==> config.mk <==
export PLATFORM = sky130hd
export DESIGN_NAME = stpw_top
export DESIGN_NICKNAME = d
export VERILOG_FILES = /design/src/rtl/stpw_top.v
export VERILOG_INCLUDE_DIRS = /design/src /design/src/rtl
export SDC_FILE = /design/constraint.sdc
export NUM_CORES = 1
export LEC_CHECK = 0
export ABC_AREA = 1
export BUFFER_PORTS_ARGS = -buffer_cell sky130_fd_sc_hd__buf_2
export CAP_MARGIN = 10
export CORE_MARGIN = 2
export CORE_UTILIZATION = 35
export CTS_CLUSTER_SIZE = 28
export DETAILED_ROUTE_END_ITERATION = 12
export GPL_TIMING_DRIVEN = 0
export PLACE_DENSITY_LB_ADDON = 0.15
export SKIP_CTS_REPAIR_TIMING = 1
export SLEW_MARGIN = 15
export SYNTH_ARGS = -nofsm -noshare
export SYNTH_HDL_FRONTEND = slang
export SYNTH_SLANG_ARGS = --single-unit
==> constraint.sdc <==
create_clock -name clk_in -period 2.74 [get_ports clk_in]
set_clock_uncertainty 0.15 [all_clocks]
set_input_delay 0.137 -clock clk_in [delete_from_list [all_inputs] [get_ports clk_in]]
set_output_delay 0.137 -clock clk_in [all_outputs]
set_load 0.1 [all_outputs]
==> src/rtl/stpw_regs.vh <==
// register offsets, field positions and reset values of the sawtooth pwm
`ifndef STPW_REGS_VH
`define STPW_REGS_VH
// byte offsets on apb
`define STPW_CTRL0_OFF 12'h000
`define STPW_CTRL1_OFF 12'h004
`define STPW_LVL0_OFF 12'h008
`define STPW_LVL1_OFF 12'h00c
`define STPW_DT_OFF 12'h010
`define STPW_IRQDIV_OFF 12'h014
`define STPW_SPC_OFF 12'h018
`define STPW_PERIOD_OFF 12'h01c
`define STPW_PW_U_OFF 12'h020
`define STPW_PW_V_OFF 12'h024
`define STPW_PW_W_OFF 12'h028
`define STPW_ALT_U_OFF 12'h02c
`define STPW_ALT_V_OFF 12'h030
`define STPW_ALT_W_OFF 12'h034
`define STPW_RUN_OFF 12'h038
`define STPW_STAT_OFF 12'h03c
// control 0 fields
`define STPW_C0_FUNC_EN 2
`define STPW_C0_OUT_EN 3
`define STPW_C0_SIMUL_SEL 4
`define STPW_C0_SIMUL_FLAG 5
`define STPW_C0_MOD_SEL 6
`define STPW_C0_SW_TRIG 7
// control 1 fields
`define STPW_C1_HALF_FLAG 3
`define STPW_C1_ACT_HIGH 4
`define STPW_C1_DT_DIS 5
// special control fields
`define STPW_SPC_RELOAD_SEL 0
`define STPW_SPC_CUTOFF_EN 1
// run register fields: u, v, w, carrier
`define STPW_RUN_CARRIER 3
// status fields
`define STPW_ST_IRQ 0
// reset values
`define STPW_CTRL0_RST 8'h00
`define STPW_CTRL1_RST 8'h00
`define STPW_LVL_RST 6'h00
`define STPW_DT_RST 8'h00
`define STPW_IRQDIV_RST 4'h1
`define STPW_PERIOD_RST 16'hffff
`define STPW_PW_RST 16'h0001
// dead-time slow clock divider step, giving a slow tick every fourth clock
`define STPW_DT_SLOW_DIV 2'h1
`endif

==> src/rtl/stpw_top.v <==
// sawtooth three-phase pwm timer with apb register access
// Functional notes
// - carrier period is m+1 count cycles, m from 0000h to ffffh
// - each phase width comes from its 16-bit pulse width n, 1 to ffffh
// - pwm reference cycle is one carrier period, not two
// - carrier reloads at each underflow; reload select must stay zero
// - phase timers count primary width each carrier underflow; alternate unused
// - each carrier underflow moves level buffer 0 into the phase signals and level buffer 1 into the shift register
// - carrier interrupt every nth underflow; timing select bits ignored
// - dead-time timer starts on transfer trigger and pulse falling edges
// - level buffers hold six output bits, five to zero; buffer 1 feeds shifter
// - simultaneous conduction flag plus enable/disable select bit
// - dead-time enable, clock select and trigger select bits exist
// - carrier register is 16 bits and sets the full period
// - phase width registers are 16 bits setting one-shot width
// - forced cutoff select kills outputs; upper bits must stay zero
// - with dead time, output going inactive follows; going active waits for dead time
// - software trigger bit makes a transfer trigger
`timescale 1ns/100ps
`include "stpw_regs.vh"
module stpw_top
(
    // clock and reset
    input wire clk_in,
    input wire sys_rst_in,
    // count source enable
    input wire count_en_in,
    // apb slave
    input wire psel_in,
    input wire penable_in,
    input wire pwrite_in,
    input wire [11:0] paddr_in,
    input wire [31:0] pwdata_in,
    output reg [31:0] prdata_out,
    output reg pready_out,
    output reg pslverr_out,
    // phase outputs u, u_n, v, v_n, w, w_n
    output reg [5:0] pwm_out,
    output reg [5:0] pwm_oe_out,
    // carrier interrupt request
    output reg carrier_irq_out
);

    // ********************************************************
    // registers
    // ********************************************************
    reg [7:0] ctrl0_reg;
    reg [7:0] ctrl1_reg;
    reg [5:0] lvl0_reg;
    reg [5:0] lvl1_reg;
    reg [7:0] dt_reg;
    reg [3:0] irqdiv_reg;
    reg [7:0] spc_reg;
    reg [15:0] period_reg;
    reg [15:0] pw_reg [0:2];
    reg [15:0] alt_reg [0:2];
    reg [3:0] run_reg;
    reg simul_flag_reg;
    reg irq_flag_reg;
    reg sw_trig_reg;

    // ********************************************************
    // counters and shift state
    // ********************************************************
    reg [15:0] carrier_cnt_reg;
    reg [15:0] phase_cnt_reg [0:2];
    reg [2:0] pulse_reg;
    reg [5:0] shift_reg;
    reg [5:0] phase_sig_reg;
    reg [3:0] irq_cnt_reg;
    reg [7:0] dt_cnt_reg;
    reg [1:0] dt_div_reg;

    wire apb_wr;
    wire apb_rd;
    wire carrier_run;
    wire underflow;
    wire transfer;
    wire [2:0] pulse_fall;
    wire dt_tick;
    wire dt_busy;
    wire dt_start;
    wire overlap;
    wire cutoff;
    reg addr_ok;
    reg [31:0] rd_mux;
    integer i;
    integer j;
    integer b;

    assign apb_wr = psel_in & penable_in & pwrite_in;
    assign apb_rd = psel_in & penable_in & ~pwrite_in;
    assign carrier_run = run_reg[`STPW_RUN_CARRIER] &
        ctrl0_reg[`STPW_C0_FUNC_EN];
    // carrier reload always on underflow in this mode
    assign underflow = carrier_run & count_en_in &
        (carrier_cnt_reg == 16'h0000);
    // transfer trigger from underflow or software bit
    assign transfer = underflow | sw_trig_reg;
    assign cutoff = spc_reg[`STPW_SPC_CUTOFF_EN];
    assign dt_tick = ctrl1_reg[2] ? (dt_div_reg == 2'h0) : 1'b1;

    // ********************************************************
    // apb decode
    // ********************************************************
    always @*
    begin
        addr_ok = 1'b1;
        rd_mux = 32'h0000_0000;
        case (paddr_in)
            `STPW_CTRL0_OFF: rd_mux = {24'h0, ctrl0_reg[7:6],
                simul_flag_reg, ctrl0_reg[4:0]};
            `STPW_CTRL1_OFF: rd_mux = {24'h0, ctrl1_reg[7:4], 1'b0,
                ctrl1_reg[2:0]};
            `STPW_LVL0_OFF: rd_mux = {26'h0, lvl0_reg};
            `STPW_LVL1_OFF: rd_mux = {26'h0, lvl1_reg};
            `STPW_DT_OFF: rd_mux = {24'h0, dt_reg};
            `STPW_IRQDIV_OFF: rd_mux = {28'h0, irqdiv_reg};
            `STPW_SPC_OFF: rd_mux = {24'h0, spc_reg};
            `STPW_PERIOD_OFF: rd_mux = {16'h0, carrier_cnt_reg};
            `STPW_PW_U_OFF: rd_mux = {16'h0, pw_reg[0]};
            `STPW_PW_V_OFF: rd_mux = {16'h0, pw_reg[1]};
            `STPW_PW_W_OFF: rd_mux = {16'h0, pw_reg[2]};
            `STPW_ALT_U_OFF: rd_mux = {16'h0, alt_reg[0]};
            `STPW_ALT_V_OFF: rd_mux = {16'h0, alt_reg[1]};
            `STPW_ALT_W_OFF: rd_mux = {16'h0, alt_reg[2]};
            `STPW_RUN_OFF: rd_mux = {28'h0, run_reg};
            `STPW_STAT_OFF: rd_mux = {24'h0, shift_reg, 1'b0,
                irq_flag_reg};
            default: addr_ok = 1'b0;
        endcase
    end

    always @(posedge clk_in)
    begin
        if (sys_rst_in)
        begin
            prdata_out <= 32'h0000_0000;
            pready_out <= 1'b0;
            pslverr_out <= 1'b0;
        end
        else
        begin
            pready_out <= psel_in & ~penable_in;
            pslverr_out <= psel_in & ~penable_in & ~addr_ok;
            prdata_out <= (psel_in & ~penable_in & ~pwrite_in) ?
                rd_mux : 32'h0000_0000;
        end
    end

    // ********************************************************
    // register writes
    // ********************************************************
    always @(posedge clk_in)
    begin
        if (sys_rst_in)
        begin
            ctrl0_reg <= `STPW_CTRL0_RST;
            ctrl1_reg <= `STPW_CTRL1_RST;
            lvl0_reg <= `STPW_LVL_RST;
            lvl1_reg <= `STPW_LVL_RST;
            dt_reg <= `STPW_DT_RST;
            irqdiv_reg <= `STPW_IRQDIV_RST;
            spc_reg <= 8'h00;
            period_reg <= `STPW_PERIOD_RST;
            run_reg <= 4'h0;
            sw_trig_reg <= 1'b0;
            for (i = 0; i < 3; i = i + 1)
            begin
                pw_reg[i] <= `STPW_PW_RST;
                alt_reg[i] <= `STPW_PW_RST;
            end
        end
        else
        begin
            sw_trig_reg <= apb_wr & pready_out &
                (paddr_in == `STPW_CTRL0_OFF) &
                pwdata_in[`STPW_C0_SW_TRIG];
            if (apb_wr & pready_out)
            begin
                case (paddr_in)
                    `STPW_CTRL0_OFF: ctrl0_reg <= {1'b0, pwdata_in[6:0]};
                    `STPW_CTRL1_OFF: ctrl1_reg <= {1'b0, pwdata_in[6:0]};
                    `STPW_LVL0_OFF: lvl0_reg <= pwdata_in[5:0];
                    `STPW_LVL1_OFF: lvl1_reg <= pwdata_in[5:0];
                    `STPW_DT_OFF: dt_reg <= pwdata_in[7:0];
                    `STPW_IRQDIV_OFF: irqdiv_reg <= pwdata_in[3:0];
                    `STPW_SPC_OFF: spc_reg <= pwdata_in[7:0];
                    `STPW_PERIOD_OFF: period_reg <= pwdata_in[15:0];
                    `STPW_PW_U_OFF: pw_reg[0] <= pwdata_in[15:0];
                    `STPW_PW_V_OFF: pw_reg[1] <= pwdata_in[15:0];
                    `STPW_PW_W_OFF: pw_reg[2] <= pwdata_in[15:0];
                    `STPW_ALT_U_OFF: alt_reg[0] <= pwdata_in[15:0];
                    `STPW_ALT_V_OFF: alt_reg[1] <= pwdata_in[15:0];
                    `STPW_ALT_W_OFF: alt_reg[2] <= pwdata_in[15:0];
                    `STPW_RUN_OFF: run_reg <= pwdata_in[3:0];
                    default: ;
                endcase
            end
        end
    end

    // ********************************************************
    // carrier timer and interrupt divider
    // ********************************************************
    always @(posedge clk_in)
    begin
        if (sys_rst_in)
        begin
            carrier_cnt_reg <= `STPW_PERIOD_RST;
            irq_cnt_reg <= 4'h0;
            irq_flag_reg <= 1'b0;
            carrier_irq_out <= 1'b0;
        end
        else
        begin
            carrier_irq_out <= 1'b0;
            if (!carrier_run)
                carrier_cnt_reg <= period_reg;
            else if (underflow)
                carrier_cnt_reg <= period_reg;
            else if (count_en_in)
                carrier_cnt_reg <= carrier_cnt_reg - 16'h0001;
            // selection bits 1:0 of control 0 are not looked at
            if (underflow)
            begin
                if (irq_cnt_reg + 4'h1 >= irqdiv_reg)
                begin
                    irq_cnt_reg <= 4'h0;
                    carrier_irq_out <= 1'b1;
                    irq_flag_reg <= 1'b1;
                end
                else
                    irq_cnt_reg <= irq_cnt_reg + 4'h1;
            end
            else if (apb_wr & pready_out & (paddr_in == `STPW_STAT_OFF) &
                pwdata_in[`STPW_ST_IRQ])
                irq_flag_reg <= 1'b0;
        end
    end

    // ********************************************************
    // phase one-shot timers
    // ********************************************************
    genvar g;
    generate
        for (g = 0; g < 3; g = g + 1)
        begin : phase_gen
            assign pulse_fall[g] = pulse_reg[g] & count_en_in &
                (phase_cnt_reg[g] == 16'h0001);
            always @(posedge clk_in)
            begin
                if (sys_rst_in)
                begin
                    phase_cnt_reg[g] <= 16'h0000;
                    pulse_reg[g] <= 1'b0;
                end
                else if (!run_reg[g])
                begin
                    phase_cnt_reg[g] <= 16'h0000;
                    pulse_reg[g] <= 1'b0;
                end
                else if (underflow)
                begin
                    // primary width only, alternate never used
                    phase_cnt_reg[g] <= pw_reg[g];
                    pulse_reg[g] <= 1'b1;
                end
                else if (pulse_fall[g])
                begin
                    phase_cnt_reg[g] <= 16'h0000;
                    pulse_reg[g] <= 1'b0;
                end
                else if (pulse_reg[g] & count_en_in)
                    phase_cnt_reg[g] <= phase_cnt_reg[g] - 16'h0001;
            end
        end
    endgenerate

    // ********************************************************
    // output shifter, dead time and pins
    // ********************************************************
    assign dt_busy = (dt_cnt_reg != 8'h00);
    // restart on transfer or, unless masked, on any pulse end
    assign dt_start = (transfer | ((|pulse_fall) & ~ctrl1_reg[6])) &
        ~ctrl1_reg[`STPW_C1_DT_DIS];

    // ********************************************************
    // internal phase signals and dead-time timer
    // ********************************************************
    always @(posedge clk_in)
    begin
        if (sys_rst_in)
        begin
            shift_reg <= 6'h00;
            phase_sig_reg <= 6'h00;
            dt_cnt_reg <= 8'h00;
            dt_div_reg <= 2'h0;
        end
        else
        begin
            dt_div_reg <= dt_div_reg + `STPW_DT_SLOW_DIV;
            if (transfer)
                shift_reg <= lvl1_reg;
            // each phase pair takes its second level at its own pulse end
            for (j = 0; j < 3; j = j + 1)
            begin
                if (transfer)
                begin
                    phase_sig_reg[2*j] <= lvl0_reg[2*j];
                    phase_sig_reg[2*j+1] <= lvl0_reg[2*j+1];
                end
                else if (pulse_fall[j])
                begin
                    phase_sig_reg[2*j] <= shift_reg[2*j];
                    phase_sig_reg[2*j+1] <= shift_reg[2*j+1];
                end
            end
            if (dt_start)
                dt_cnt_reg <= dt_reg;
            else if (dt_busy & dt_tick)
                dt_cnt_reg <= dt_cnt_reg - 8'h01;
        end
    end

    // ********************************************************
    // simultaneous conduction detect
    // ********************************************************
    // both halves of one pair active at once
    assign overlap = (phase_sig_reg[0] & phase_sig_reg[1]) |
        (phase_sig_reg[2] & phase_sig_reg[3]) |
        (phase_sig_reg[4] & phase_sig_reg[5]);

    always @(posedge clk_in)
    begin
        if (sys_rst_in)
            simul_flag_reg <= 1'b0;
        else if (ctrl0_reg[`STPW_C0_SIMUL_SEL] & overlap)
            simul_flag_reg <= 1'b1;
    end

    // ********************************************************
    // pin drive and output enable
    // ********************************************************
    always @(posedge clk_in)
    begin
        if (sys_rst_in)
        begin
            pwm_out <= 6'h00;
            pwm_oe_out <= 6'h3f;
        end
        else
        begin
            for (b = 0; b < 6; b = b + 1)
            begin
                // going inactive is at once, going active waits
                if (!phase_sig_reg[b])
                    pwm_out[b] <= ~ctrl1_reg[`STPW_C1_ACT_HIGH];
                else if (!dt_busy | ctrl1_reg[`STPW_C1_DT_DIS])
                    pwm_out[b] <= ctrl1_reg[`STPW_C1_ACT_HIGH];
            end
            // a detected overlap releases the pins when guarded
            pwm_oe_out <= (ctrl0_reg[`STPW_C0_OUT_EN] & ~cutoff &
                ~(ctrl0_reg[`STPW_C0_SIMUL_SEL] & simul_flag_reg)) ?
                6'h00 : 6'h3f;
        end
    end

endmodule

Word-level counts from Yosys, hierarchy flattened
Memory sizes are Yosys's and may differ from the RTL's.
Cells that the tools add are included.
{"block": "classes", "add_sub_neg": 7, "order_cmp": 1, "eq_ne": 26, "n_mux": 129, "n_bitwise": 65, "reduce_logical": 30}
{"op": "$mux 16", "count": 21}
{"op": "$pmux 16 s16", "count": 1}
{"op": "$mux 1", "count": 97}
{"op": "$eq 12x6->1 const B", "count": 8}
{"op": "$sub 16x1->16 const B", "count": 4}
{"op": "$eq 12x5->1 const B", "count": 4}
{"op": "$eq 16x1->1 const B", "count": 3}
{"op": "$and 1x1->1", "count": 29}
{"op": "$eq 12x4->1 const B", "count": 2}
{"op": "$or 1x1->1", "count": 23}
{"op": "$reduce_and 2->1", "count": 10}
{"op": "$logic_not 16->1", "count": 1}
{"op": "$mux 8", "count": 2}
{"op": "$reduce_bool 2->1", "count": 8}
{"op": "$reduce_or 16->1", "count": 1}
{"op": "$ne 2x1->1 const B", "count": 7}
{"op": "$not 1->1", "count": 13}
{"op": "$eq 12x3->1 const B", "count": 1}
{"op": "$logic_not 12->1", "count": 1}
{"op": "$mux 2", "count": 6}
{"op": "$reduce_or 2->1", "count": 5}
{"op": "$reduce_bool 8->1", "count": 1}
{"op": "$sub 8x1->8 const B", "count": 1}
{"op": "$mux 6", "count": 1}
{"op": "other kinds (8)", "count": 8}
{"block": "word_totals", "reg_bits": 161, "ramBits": 144, "inputBits": 50, "output_inout_bits": 47, "memories": 3}
{"name": "alt_reg", "depth": 3, "width": 16, "read_ports": 3, "rd_clocked_by_memory_dff": 0, "wr": 3, "line": "stpw_top.v:56", "text": "reg [15:0] alt_reg [0:2];"}
{"name": "phase_cnt_reg", "depth": 3, "width": 16, "read_ports": 3, "rd_clocked_by_memory_dff": 0, "wr": 3, "line": "stpw_top.v:66", "text": "reg [15:0] phase_cnt_reg [0:2];"}
{"name": "pw_reg", "depth": 3, "width": 16, "read_ports": 3, "rd_clocked_by_memory_dff": 0, "wr": 3, "line": "stpw_top.v:55", "text": "reg [15:0] pw_reg [0:2];"}

Longest topological paths before layout
{"block": "depth", "depth_word": 10, "depth_mapped": 15}

Least setup slack after synthesis
OpenSTA, ideal clock, no wires.
{"block": "synth_timing", "kind": "flip-flop to flip-flop", "startpoint": "register pready_out", "endpoint": "memory pw_reg[2][0], in the netlist pw_reg[0][32] (enable)", "t_arrival_ps": 2557, "required_ps": 2179, "path_slack_ps": -378, "stages_incl_launch_ff": 4, "period_less_slack_ps": 3118, "path_cell_list": "dfxtp_1 > nand4_1 > clkbuf_1 > o21ai_0"}
{"item": "from (decl)", "line": "stpw_top.v:35", "text": "output reg pready_out,"}
{"item": "from (signal assigned)", "line": "stpw_top.v:144", "text": "pready_out <= psel_in & ~penable_in;"}
{"item": "to (decl)", "line": "stpw_top.v:55"}

==> out/qor.yml <==
status:
  outcome: "finished, final reports clean"
placed_design:
  io_buffers: 63
  hpwl_um: 33400
  place_congestion: 0.996
yosys:
  synth_area_mm2: 0.0137
  synth_seq_area_share_pct: 51.6
  synthMuxAreaShare_pct: 0.0729
  synth-async-reset-ratio_pct: 0
  synth_cell_types: 56
  yosys_warnings: 0
  synth-simple-area-share_pct: 20.8
  synth-compound-area-share_pct: 14.1
  synth_edf_count: 144
  syn_area_per_cell_um2: 8.43
  synth_fa_ha_area_share_pct: 1.46
  synth_top_family_by_area: "simple AND/OR/NAND/NOR gates"
  synth_xor_area_share_pct: 2.49
  yosys_most_used_dff: "edfxtp_1"
  synth_cells: 1629
  synth-seq-cells: 282
timing:
  timing.slew.headroom_pct: 44.3
  min_period_ns: 2.57
  timing.fmax_mhz: 390
  setup_viol: 0
  whs_ns: 0.00279
  post-route-period-util_pct: 93.7
  finalHoldViolCount: 0
  worst_pin_slew_ns: 0.833
  final_max_slew_viol_count: 0
critical_path:
  cp_max_fo: 5
  critPathCapture: "phase_cnt_reg[0][13]$_DFFE_PP_"
  crit_type: "reg -> reg"
  reg2reg_to: "phase_cnt_reg[0][13]$_DFFE_PP_"
  required_ns: 2.99
  ff2ff_path_depth: 8
  r2r_slack_ns: 0.17
  r2r-start: "carrier_cnt_reg[0]$_SDFFE_PP1P_"
  cp.arrival_ns: 2.82
  crit_path_start_kind: "register"
  cp-end-kind: "register"
  startpoint: "carrier_cnt_reg[0]$_SDFFE_PP1P_"
layout:
  layout_common_cells: "nand2_1 (289), inv_1 (217), nor2_1 (202)"
  final_common_cell: "nand2_1"
  syn_to_final_growth_pct: 17.3
  nFillCells: 3929
  seqCellArea_mm2: 0.00709
  multi_input_area_mm2: 0.00543
  final_nets: 1831
  n_antenna_cell: 0
  utilization_pct: 41.7
  layout-drive-gt1-share_pct: 12.9
floorplan:
  die_x_um: 202
  die_height_um: 202
  row_count: 72
  dieArea_mm2: 0.0408
  ios: 97
  core_area_mm2: 0.0386
  floorplan.initialDensity_pct: 35.5
clock_network:
  clk_pin_slew_worst_paths_ns: 0.07
  cts_sinks: 282
  cts_buffers: 31
  cts_tree: "done"
  cts_root_buf: "clkbuf_16"
  cts_max_path_buffers: 3
  clock_latency_ns: 0.58
  h-tree-depth: 1
worst_hold_path:
  hp-class: "in -> reg"
global_route:
  track_usage_pct: 21.0
  grt_overflow: 0
  antenna_found_initial: 1
  grt_max_degree: 17
  grt_pass1_vias: 10800
  grt_pass1_wl_um: 65200
routing:
  final_antenna_net_count: 0
  routed_wl_um: 43700
  route.detailed.drc: 0
  first_pass_iters: 5
  drtIter0Drc: 943
  vias: 11600
  vias_per_cell: 5.03
  wl_per_cell_um: 18.9
pwr:
  peakVddDrop_mv: 0.469
  p_per_area_mw_per_mm2: 612
  power.leakage_nw: 6.76
job:
  cap_viol_max_count: 0
==> cells by family after synthesis <==
kind of cell | Yosys count
adder cells (fa/ha/maj) | 16
other | 1
flip-flops | 282
AO/OA/AOI/OAI | 337
XOR/XNOR | 39
buffers and inverters | 299
multiplexers | 1
AND/OR/NAND/NOR | 654
==> routing by layer <==
layer | vias up | share of wire [%] | GRT usage [%]
li1 | 5668 | - | -
met1 | 5493 | 46 | 30.5
met2 | 382 | 45 | 33.4
met3 | 46 | 6.8 | 2.68
met4 | 0 | 1.7 | 4.83
met5 | - | 0 | 0
==> worst max-delay path: stages, from the launching register on <==
cell     delay, ns
dfxtp_1       0.32
inv_1         0.17
ha_1          0.22
inv_1         0.05
nor3_1        0.22
nand4_1       0.47
nor3_2        0.53
nand2_1       0.15
o21ai_0       0.11
==> worst min path at each step <==
stage / startpoint / to / slack (ns) / cells after the start
floorplan: pwdata_in[7] / sw_trig_reg$_SDFF_PP0_ / 0.15 / 2
global placement: dt_div_reg[0]$_SDFF_PP0_ / dt_div_reg[0]$_SDFF_PP0_ / 0.25 / 1
detailed placement: dt_div_reg[0]$_SDFF_PP0_ / dt_div_reg[0]$_SDFF_PP0_ / 0.25 / 1
CTS: psel_in / pready_out$_SDFF_PP0_ / -0.32 / 3
global route: paddr_in[4] / lvl1_reg[2]$_SDFFE_PP0P_ / 0.04 / 5
finish: paddr_in[4] / lvl1_reg[2]$_SDFFE_PP0P_ / 0.003 / 5
==> power by group <==
group	internal, W	switching [W]
logic	0.000291	0.000662
registers	0.00450	0.0000441
clock network	0.00262	0.00173
==> cell type report <==
cell class	instances	share of cell area, %
Buffer	68	2.64
Clock buffer	47	5.84
Clock inverter	9	0.738
Inverter	231	5.40
Multi-Input combinational cell	1063	33.7
Sequential cell	282	44.0
Tap cell	518	4.02
Timing Repair Buffer	88	3.63
==> Yosys cell counts (6+ instances only) <==
| cell | count | share of area (%) |
|---|---|---|
| nand2_1 | 289 | 7.9 |
| inv_1 | 217 | 5.9 |
| nor2_1 | 202 | 5.5 |
| edfxtp_1 | 144 | 32 |
| dfxtp_1 | 138 | 20 |
| o21ai_0 | 136 | 5.0 |
| nand3_1 | 90 | 3.3 |
| a21oi_1 | 79 | 2.9 |
| o211ai_1 | 34 | 1.9 |
| o22ai_1 | 32 | 1.5 |
| xor2_1 | 31 | 2.0 |
| buf_4 | 23 | 1.3 |
| nor3_1 | 23 | 0.84 |
| clkbuf_1 | 22 | 0.60 |
| ha_1 | 16 | 1.5 |
| o21ai_1 | 16 | 0.58 |
| buf_2 | 13 | 0.47 |
| inv_2 | 13 | 0.36 |
| nor2_2 | 12 | 0.55 |
| buf_6 | 9 | 0.74 |
| xnor2_1 | 8 | 0.51 |
| nand2_2 | 7 | 0.32 |
| a31oi_1 | 6 | 0.27 |
==> stage by stage <==
stage / worst slack, ns / total power, W / TNS (ns) / std cells / cell area [um2]
after floorplan: -0.378 / 0.00532 / -36.30 / 1644 / 13800
after global placement: -1.50 / 0.00555 / -128.25 / 2225 / 14700
after detailed placement: -0.0869 / 0.00556 / -1.76 / 2231 / 14800
after CTS: -0.114 / 0.00988 / -1.81 / 2287 / 15900
after global routing: -0.0140 / 0.0102 / -0.0140 / 2306 / 16100
final: 0.173 / 0.00985 / 0 / 2306 / 16100
(Power assumes the default switching activity.)
